<file path="src/sor_pkg.sv">
package sor_pkg;
	// ==========================================================
	// Index/data port pair
	localparam logic [15:0] SOR_IDX_PORT      = 16'h0022;
	localparam logic [15:0] SOR_DATA_PORT     = 16'h0023;
	// ==========================================================
	// Register indices
	localparam logic [7:0]  SOR_USER_LOW_IDX  = 8'h4A;
	localparam logic [7:0]  SOR_USER_HIGH_IDX = 8'h4B;
	localparam logic [7:0]  SOR_PCI_CLK_IDX   = 8'h4C;
	localparam logic [7:0]  SOR_HOST_CLK_IDX  = 8'h5F;
	// ==========================================================
	// Field positions
	localparam int          SOR_PCI_DIV_BIT   = 1;
	localparam int          SOR_PCI_WR_BIT    = 4;
	localparam int          SOR_HFREQ_LSB     = 3;
	localparam int          SOR_CORE_PIN      = 40;
	localparam int          SOR_PIN23         = 23;
	// ==========================================================
	// Reset values and timing
	localparam logic [7:0]  SOR_REG_RST       = 8'h00;
	localparam logic [1:0]  SOR_DIV2_LAST     = 2'h1;
	localparam logic [1:0]  SOR_DIV3_LAST     = 2'h2;
	localparam int          SOR_RST_OUT_CYC   = 16;

	// Host clock synthesizer frequency in MHz per strap code
	function automatic logic [7:0] sor_host_mhz(input logic [2:0] code);
		case (code)
			3'h0: sor_host_mhz = 8'h19;
			3'h1: sor_host_mhz = 8'h21;
			3'h2: sor_host_mhz = 8'h28;
			3'h3: sor_host_mhz = 8'h32;
			3'h4: sor_host_mhz = 8'h3C;
			3'h5: sor_host_mhz = 8'h42;
			3'h6: sor_host_mhz = 8'h4B;
			default: sor_host_mhz = 8'h50;
		endcase
	endfunction
endpackage

</file>
<file path="src/sor_strap_regs.sv">
`timescale 1ns/1ps
module sor_strap_regs import sor_pkg::*; #(
	parameter int STRAP_W     = 41,
	parameter int RST_OUT_CYC = SOR_RST_OUT_CYC
) (
	// Clock and reset
	input  wire logic               clk_sys_in,
	input  wire logic               rst_b_in,
	// Strap pins and system reset pins
	input  wire logic [STRAP_W-1:0] memory_data_strap_pins_in,
	input  wire logic               system_reset_in_n_in,
	output logic                    system_reset_out_n_out,
	// Index/data I/O port
	input  wire logic [15:0]        io_addr_in,
	input  wire logic               io_wr_in,
	input  wire logic               io_rd_in,
	input  wire logic [7:0]         io_wdata_in,
	output logic [7:0]              io_rdata_out,
	// Hardware settings
	output logic                    pci_clk_out,
	output logic [2:0]              host_clk_sel_out,
	output logic [7:0]              host_clk_mhz_out,
	output logic                    core_single_speed_mode_out,
	output logic                    core_double_speed_mode_out
);
	// ==========================================================
	// Pin synchronisers
	logic [STRAP_W-1:0] pins_m_q;
	logic [STRAP_W-1:0] pins_q;
	logic               sysrst_m_q;
	logic               sysrst_q;

	always_ff @(posedge clk_sys_in) begin
		if (!rst_b_in) begin
			pins_m_q   <= '0;
			pins_q     <= '0;
			sysrst_m_q <= 1'b0;
			sysrst_q   <= 1'b0;
		end else begin
			pins_m_q   <= memory_data_strap_pins_in;
			pins_q     <= pins_m_q;
			sysrst_m_q <= system_reset_in_n_in;
			sysrst_q   <= sysrst_m_q;
		end
	end

	// ==========================================================
	// Reset output sequencing; board keeps straps still until it rises
	logic [15:0] rst_cnt_q;
	logic        rst_out_q;

	always_ff @(posedge clk_sys_in) begin
		if (!rst_b_in || !sysrst_q) begin
			rst_cnt_q <= 16'h0000;
			rst_out_q <= 1'b0;
		end else if (rst_cnt_q == 16'(RST_OUT_CYC - 1)) begin
			rst_out_q <= 1'b1;
		end else begin
			rst_cnt_q <= rst_cnt_q + 16'h0001;
		end
	end

	// ==========================================================
	// Index port
	logic [7:0] index_q;
	wire        data_wr = io_wr_in && (io_addr_in == SOR_DATA_PORT);

	always_ff @(posedge clk_sys_in) begin
		if (!rst_b_in)
			index_q <= SOR_REG_RST;
		else if (io_wr_in && io_addr_in == SOR_IDX_PORT)
			index_q <= io_wdata_in;
	end

	// ==========================================================
	// Strap registers: capture continuously while reset input is low
	logic [7:0] user_strap_low_q;
	logic [7:0] user_strap_high_q;
	logic [7:0] pci_clock_strap_q;
	logic [7:0] host_clock_strap_q;

	always_ff @(posedge clk_sys_in) begin
		if (!rst_b_in) begin
			user_strap_low_q   <= SOR_REG_RST;
			user_strap_high_q  <= SOR_REG_RST;
			host_clock_strap_q <= SOR_REG_RST;
		end else if (!sysrst_q) begin
			// Host clock strap bits 7..6 are reserved and read back as zero
			user_strap_low_q   <= pins_q[7:0];
			user_strap_high_q  <= pins_q[15:8];
			host_clock_strap_q <= {2'b00, pins_q[26:21]};
		end
	end

	always_ff @(posedge clk_sys_in) begin
		if (!rst_b_in)
			pci_clock_strap_q <= SOR_REG_RST;
		else if (!sysrst_q)
			pci_clock_strap_q <= {2'b00, pins_q[SOR_PIN23],
				pins_q[20:16]};
		else if (data_wr && index_q == SOR_PCI_CLK_IDX)
			pci_clock_strap_q[SOR_PCI_WR_BIT] <=
				io_wdata_in[SOR_PCI_WR_BIT];
	end

	// ==========================================================
	// Read path; no state changes on a read
	function automatic logic [7:0] rd_mux(input logic [7:0] idx,
		input logic [7:0] r0, input logic [7:0] r1,
		input logic [7:0] r2, input logic [7:0] r3);
		case (idx)
			SOR_USER_LOW_IDX:  rd_mux = r0;
			SOR_USER_HIGH_IDX: rd_mux = r1;
			SOR_PCI_CLK_IDX:   rd_mux = r2;
			SOR_HOST_CLK_IDX:  rd_mux = r3;
			default:           rd_mux = 8'h00;
		endcase
	endfunction

	logic [7:0] rdata_q;

	always_ff @(posedge clk_sys_in) begin
		if (!rst_b_in)
			rdata_q <= 8'h00;
		else if (io_rd_in && io_addr_in == SOR_IDX_PORT)
			rdata_q <= index_q;
		else if (io_rd_in && io_addr_in == SOR_DATA_PORT)
			rdata_q <= rd_mux(index_q, user_strap_low_q,
				user_strap_high_q, pci_clock_strap_q,
				host_clock_strap_q);
	end

	// ==========================================================
	// PCI clock divider; /3 gives a one-third duty cycle
	logic [1:0] pci_cnt_q;
	logic       pci_clk_q;
	wire        div3 = pci_clock_strap_q[SOR_PCI_DIV_BIT];
	wire        pci_wrap = pci_cnt_q >= (div3 ? SOR_DIV3_LAST
		: SOR_DIV2_LAST);

	always_ff @(posedge clk_sys_in) begin
		if (!rst_b_in) begin
			pci_cnt_q <= 2'h0;
			pci_clk_q <= 1'b0;
		end else begin
			pci_cnt_q <= pci_wrap ? 2'h0 : pci_cnt_q + 2'h1;
			pci_clk_q <= pci_wrap;
		end
	end

	// ==========================================================
	// Host clock and core speed settings
	logic [2:0] hsel_q;
	logic [7:0] hmhz_q;
	logic       core_x2_q;
	// Own flop for single speed so both mode outputs leave registers
	logic       core_x1_q;

	always_ff @(posedge clk_sys_in) begin
		if (!rst_b_in) begin
			hsel_q    <= 3'h0;
			hmhz_q    <= 8'h00;
			core_x2_q <= 1'b0;
			core_x1_q <= 1'b1;
		end else begin
			hsel_q    <= host_clock_strap_q[SOR_HFREQ_LSB +: 3];
			hmhz_q    <= sor_host_mhz(
				host_clock_strap_q[SOR_HFREQ_LSB +: 3]);
			if (!sysrst_q) begin
				core_x2_q <= pins_q[SOR_CORE_PIN];
				core_x1_q <= !pins_q[SOR_CORE_PIN];
			end
		end
	end

	// User straps (speed/type) drive no hardware here.
	assign system_reset_out_n_out     = rst_out_q;
	assign io_rdata_out               = rdata_q;
	assign pci_clk_out                = pci_clk_q;
	assign host_clk_sel_out           = hsel_q;
	assign host_clk_mhz_out           = hmhz_q;
	assign core_double_speed_mode_out = core_x2_q;
	assign core_single_speed_mode_out = core_x1_q;

	// ==========================================================
	// Checks
	user_low_a: assert property (
		@(posedge clk_sys_in) disable iff (!rst_b_in)
		!sysrst_q |=> user_strap_low_q == $past(pins_q[7:0]))
		else $error("user low strap not captured");
	user_high_a: assert property (
		@(posedge clk_sys_in) disable iff (!rst_b_in)
		!sysrst_q |=> user_strap_high_q == $past(pins_q[15:8]))
		else $error("user high strap not captured");
	pci_capture_a: assert property (
		@(posedge clk_sys_in) disable iff (!rst_b_in)
		!sysrst_q |=> pci_clock_strap_q[5:0] ==
			{$past(pins_q[23]), $past(pins_q[20:16])})
		else $error("pci strap not captured");
	wr_mask_a: assert property (
		@(posedge clk_sys_in) disable iff (!rst_b_in)
		sysrst_q && data_wr |=> {pci_clock_strap_q[7:5],
			pci_clock_strap_q[3:0]} == {$past(pci_clock_strap_q[7:5]),
			$past(pci_clock_strap_q[3:0])})
		else $error("read-only strap bit changed");
	pci_div3_a: assert property (
		@(posedge clk_sys_in)
		disable iff (!rst_b_in || !sysrst_q)
		pci_clk_q && div3 && $past(div3) |=>
			!pci_clk_q ##1 !pci_clk_q ##1 pci_clk_q)
		else $error("pci clock not host/3");
	pci_div2_a: assert property (
		@(posedge clk_sys_in)
		disable iff (!rst_b_in || !sysrst_q)
		pci_clk_q && !div3 && $past(!div3) |=> !pci_clk_q ##1 pci_clk_q)
		else $error("pci clock not host/2");
	// First edge after reset release still shows the cleared output
	host_freq_a: assert property (
		@(posedge clk_sys_in) disable iff (!rst_b_in)
		$past(rst_b_in) |->
			hmhz_q == sor_host_mhz($past(host_clock_strap_q[5:3])))
		else $error("host frequency mismatch");
	host_capture_a: assert property (
		@(posedge clk_sys_in) disable iff (!rst_b_in)
		!sysrst_q |=> host_clock_strap_q == {2'b00, $past(pins_q[26:21])})
		else $error("host strap not captured");
	core_mode_a: assert property (
		@(posedge clk_sys_in) disable iff (!rst_b_in)
		!sysrst_q |=> core_x2_q == $past(pins_q[40]) &&
			core_single_speed_mode_out != core_double_speed_mode_out)
		else $error("core mode mismatch");
	data_read_a: assert property (
		@(posedge clk_sys_in) disable iff (!rst_b_in)
		io_rd_in && io_addr_in == SOR_DATA_PORT |=> rdata_q ==
			rd_mux($past(index_q), $past(user_strap_low_q),
			$past(user_strap_high_q), $past(pci_clock_strap_q),
			$past(host_clock_strap_q)))
		else $error("data port read mismatch");
	rst_out_a: assert property (
		@(posedge clk_sys_in) disable iff (!rst_b_in)
		!sysrst_q |=> !rst_out_q)
		else $error("reset out high during reset in");
	read_clean_a: assert property (
		@(posedge clk_sys_in) disable iff (!rst_b_in)
		sysrst_q && io_rd_in && !io_wr_in |=> $stable(index_q) &&
			$stable(pci_clock_strap_q))
		else $error("read changed state");
endmodule

</file>
<file path="config.mk">
export PLATFORM = sky130hd
export DESIGN_NAME = sor_strap_regs
export DESIGN_NICKNAME = d
export VERILOG_FILES = /design/src/sor_pkg.sv /design/src/sor_strap_regs.sv
export SDC_FILE = /design/constraint.sdc
export NUM_CORES = 1
export LEC_CHECK = 0
export BUFFER_PORTS_ARGS = -buffer_cell sky130_fd_sc_hd__buf_2
export CAP_MARGIN = 20
export CORE_UTILIZATION = 59
export CTS_CLUSTER_SIZE = 10
export DETAILED_ROUTE_END_ITERATION = 6
export GPL_TIMING_DRIVEN = 0
export HOLD_SLACK_MARGIN = 0.1
export PLACE_DENSITY = 0.89
export SETUP_SLACK_MARGIN = 0.02
export SYNTH_ARGS = -nofsm -noshare
export SYNTH_HDL_FRONTEND = slang
export SYNTH_SLANG_ARGS = --single-unit
</file>
<file path="constraint.sdc">
create_clock -name clk_sys_in -period 2.8 [get_ports clk_sys_in]
set_input_delay 0.56 -clock clk_sys_in [delete_from_list [all_inputs] [get_ports clk_sys_in]]
set_output_delay 0.56 -clock clk_sys_in [all_outputs]
set_load 0.005 [all_outputs]
</file>
==> results.json <==
{
  "seqCellArea_um2": 2660,
  "tns_ns": 0,
  "postSynthAreaPerCell_um2": 10.5,
  "wl_met2_um": 5390,
  "skew_ns": 0.00852,
  "slew_headroom_pct": 63.0,
  "syn_inst": 463,
  "antenna_found_initial": 0,
  "period_minus_slack_ns": 1.80,
  "n_fill_cell": 493,
  "final-max-slew-violation-count": 0,
  "intPower_mw": 3.53,
  "synth_top_area_share_pct": 54.9,
  "rows": 32,
  "cts.repair.resized": 0,
  "syn_area_um2": 4850,
  "wl_met3_um": 571,
  "crit_chain": "or3b_1 > buf_2 > nor2_1 > or3_1 > buf_6 > o211ai_1 > a31oi_1",
  "final_common_cell": "dfxtp_1",
  "grt_pass1_wl_um": 17400,
  "path_class": "register to register",
  "dr.pass1.iters": 5,
  "topRoutingLayerUsed": "met4",
  "syn_nets": 536,
  "io_pins": 93,
  "arrival_ns": 2.24,
  "clk_pin_slew_ns": 0.06,
  "yosysTopAreaCell": "dfxtp_1",
  "ant_nets": 0,
  "grt_max_degree": 17,
  "die_area_um2": 8590,
  "hold_viol": 0,
  "cp_data_required_time_ns": 3.24,
  "cp-end-kind": "register",
  "vias": 3611,
  "utilization_pct": 76.0,
  "max_cap_violations": 0,
  "wire_per_inst_um": 15.8,
  "port_buffers": 77,
  "postCtsSetupBuffers": 0,
  "fmax_mhz": 555,
  "die_h_um": 92.7,
  "setup_viol_count_final": 0,
  "num_antenna_cells": 0,
  "power_frac_seq_pct": 45.0,
  "grt_pass1_vias": 3576,
  "clkPwrFrac_pct": 49.7,
  "synth_edf_count": 0,
  "combPwrFrac_pct": 5.3,
  "period_share_pct": 64.3,
  "rsz0062_at_grt": "false",
  "cts.path.max_buffers": 2,
  "cp_num_buf_inv": 2,
  "crit_family": "simple AND/OR/NAND/NOR gates",
  "clockRootBuffer": "clkbuf_8",
  "multiInputGateArea_um2": 2030,
  "final_cell_mix": "dfxtp_1, buf_2, and2_1",
  "tritoncts": "built",
  "drt_wl_total_um": 10600,
  "max_stage_delay_ns": 0.39,
  "swShare_pct": 20.4,
  "critPathMaxFanout": 7,
  "status": "completed",
  "htreeDepth": 4,
  "yosysSeqAreaShare_pct": 54.9,
  "synth_top_flop_cell": "dfxtp_1",
  "start_util_pct": 61.8,
  "globalplace.congestion": 0.859,
  "hpwl_um": 6990,
  "synth_area_leaders": "dfxtp_1, mux2i_1, and2_1, nor2b_1, nor2_1",
  "yosys_register_bits": 133,
  "worst_setup_path_start_kind": "register",
  "cts_made_buffers": 17,
  "wl_met1_um": 4450,
  "cts_hold_buffers": 0,
  "cts.sinks": 133,
  "grt-ovfl-total": 0,
  "drt_iter0_drc": 209,
  "clkLatencyLatePin_ns": 0.52,
  "die_x_um": 92.7,
  "final_layout_size_suffix_gt1_share_pct": 21.3,
  "min_path_type": "primary input to register",
  "grt_usage_pct": 26.8,
  "nets": 632,
  "ys_types": 36,
  "tightest_slew_ns": 0.555,
  "cp_slowest_cell": "dfxtp_1",
  "drc_errors": 0,
  "core_um2": 7850,
  "vias_per_cell": 5.36,
  "syn2layout_area_growth_pct": 23.0,
  "powerDensity_nw_per_um2": 745,
  "synthArstFlopShare_pct": 0,
  "ir_drop_mv": 0.558,
  "yosysWarnings": 0,
  "power.switching_mw": 0.908,
  "power.leakage_nw": 2.45
}
[per-layer routing]
| layer | up-vias | GRT usage, % |
|---|---|---|
| li1 | 1748 | - |
| met1 | 1702 | 31.8 |
| met2 | 135 | 45.9 |
| met3 | 26 | 7.31 |
| met4 | 0 | 10.8 |
| met5 | - | 0 |
[flip-flops by register name, indices dropped and copies added (netlist names)]
register and flops:
pins_q 28, core_double_speed_mode_out 1, pins_m_q 28, pci_cnt_q 2, index_q 8, sysrst_m_q 1
user_strap_high_q 8, host_clk_mhz_out 7, pci_clock_strap_q 5, host_clock_strap_q 6, system_reset_out_n_out 1, io_rdata_out 8
core_single_speed_mode_out 1, host_clk_sel_out 3, user_strap_low_q 8, pci_clk_out 1, rst_cnt_q 16, sysrst_q 1
[power by group through the flow]
stage	Sequential, mW	Combinational (mW)	Clock [mW]
after global routing	2.01	0.259	2.32
final	2.00	0.233	2.21
after detailed placement	2.04	0.227	0
after CTS	2.00	0.234	2.22
after global placement	2.03	0.216	0
after floorplan	2.03	0.138	0
[worst register-to-register path, stage by stage (launching register included)]
cell and delay [ns]:
dfxtp_1 0.39, or3b_1 0.36, buf_2 0.17, nor2_1 0.21, or3_1 0.18, buf_6 0.12, o211ai_1 0.11, a31oi_1 0.18
[cell usage after synthesis (3+ instances only)]
library cell	count
mux2i_1	44
nand2_1	17
nor4b_1	5
ha_1	3
buf_6	3
xnor2_1	9
xor2_1	9
dfxtp_1	133
nand4_1	6
a21oi_1	4
inv_1	6
o21ai_0	8
clkbuf_1	20
nor4_1	5
a31oi_1	6
and2_1	63
a221o_2	6
and3_1	6
nor2b_1	39
o211ai_1	6
nand3_1	5
buf_2	4
nor3_1	10
nor2_1	29
[final timing paths]
path	from	to	slack, ns	depth (start not counted)
setup / recovery	index_q[1]$_SDFFE_PN0P_	io_rdata_out[5]$_SDFFE_PN0P_	1.0	7
hold / removal	memory_data_strap_pins_in[3]	pins_m_q[3]$_SDFF_PN0_	0.24	2
setup reg to reg	index_q[1]$_SDFFE_PN0P_	io_rdata_out[5]$_SDFFE_PN0P_	1.0	7
hold reg to reg	pins_m_q[18]$_SDFF_PN0_	pins_q[18]$_SDFF_PN0_	0.43	1
[metrics by stage]
step | worst slack (ns) | instances | power, mW | cell area (um2) | hold slack, ns
floorplan | 1.08 | 463 | 2.17 | 4850 | 0.412
global placement | 0.796 | 642 | 2.25 | 5360 | 0.416
detailed placement | 0.720 | 642 | 2.27 | 5360 | 0.422
CTS | 1.03 | 674 | 4.45 | 5960 | 0.235
global route | 0.858 | 674 | 4.58 | 5960 | 0.233
finish | 0.999 | 674 | 4.44 | 5960 | 0.241
[layout make-up]
type	count	share of cell area [%]
timing repair buffer	77	6.46
buffer	28	2.29
tap	102	2.14
multi-input combinational	296	34.0
clock inverter	8	2.03
inverter	6	0.378
clock buffer	24	8.06
sequential	133	44.6
[cells by family (layout without fill, tap and decap cells)]
group,count (synthesis),after routing,synth area share [%]
compound gates,36,36,5.47
xor+xnor,18,18,3.25
fa+ha+maj,3,3,0.774
buf+inv,34,143,3.28
flops,133,133,54.9
mux,44,44,9.08
other cells,1,1,0.0773
simple gates,194,194,23.2
Power figures use the tool's default switching activity.
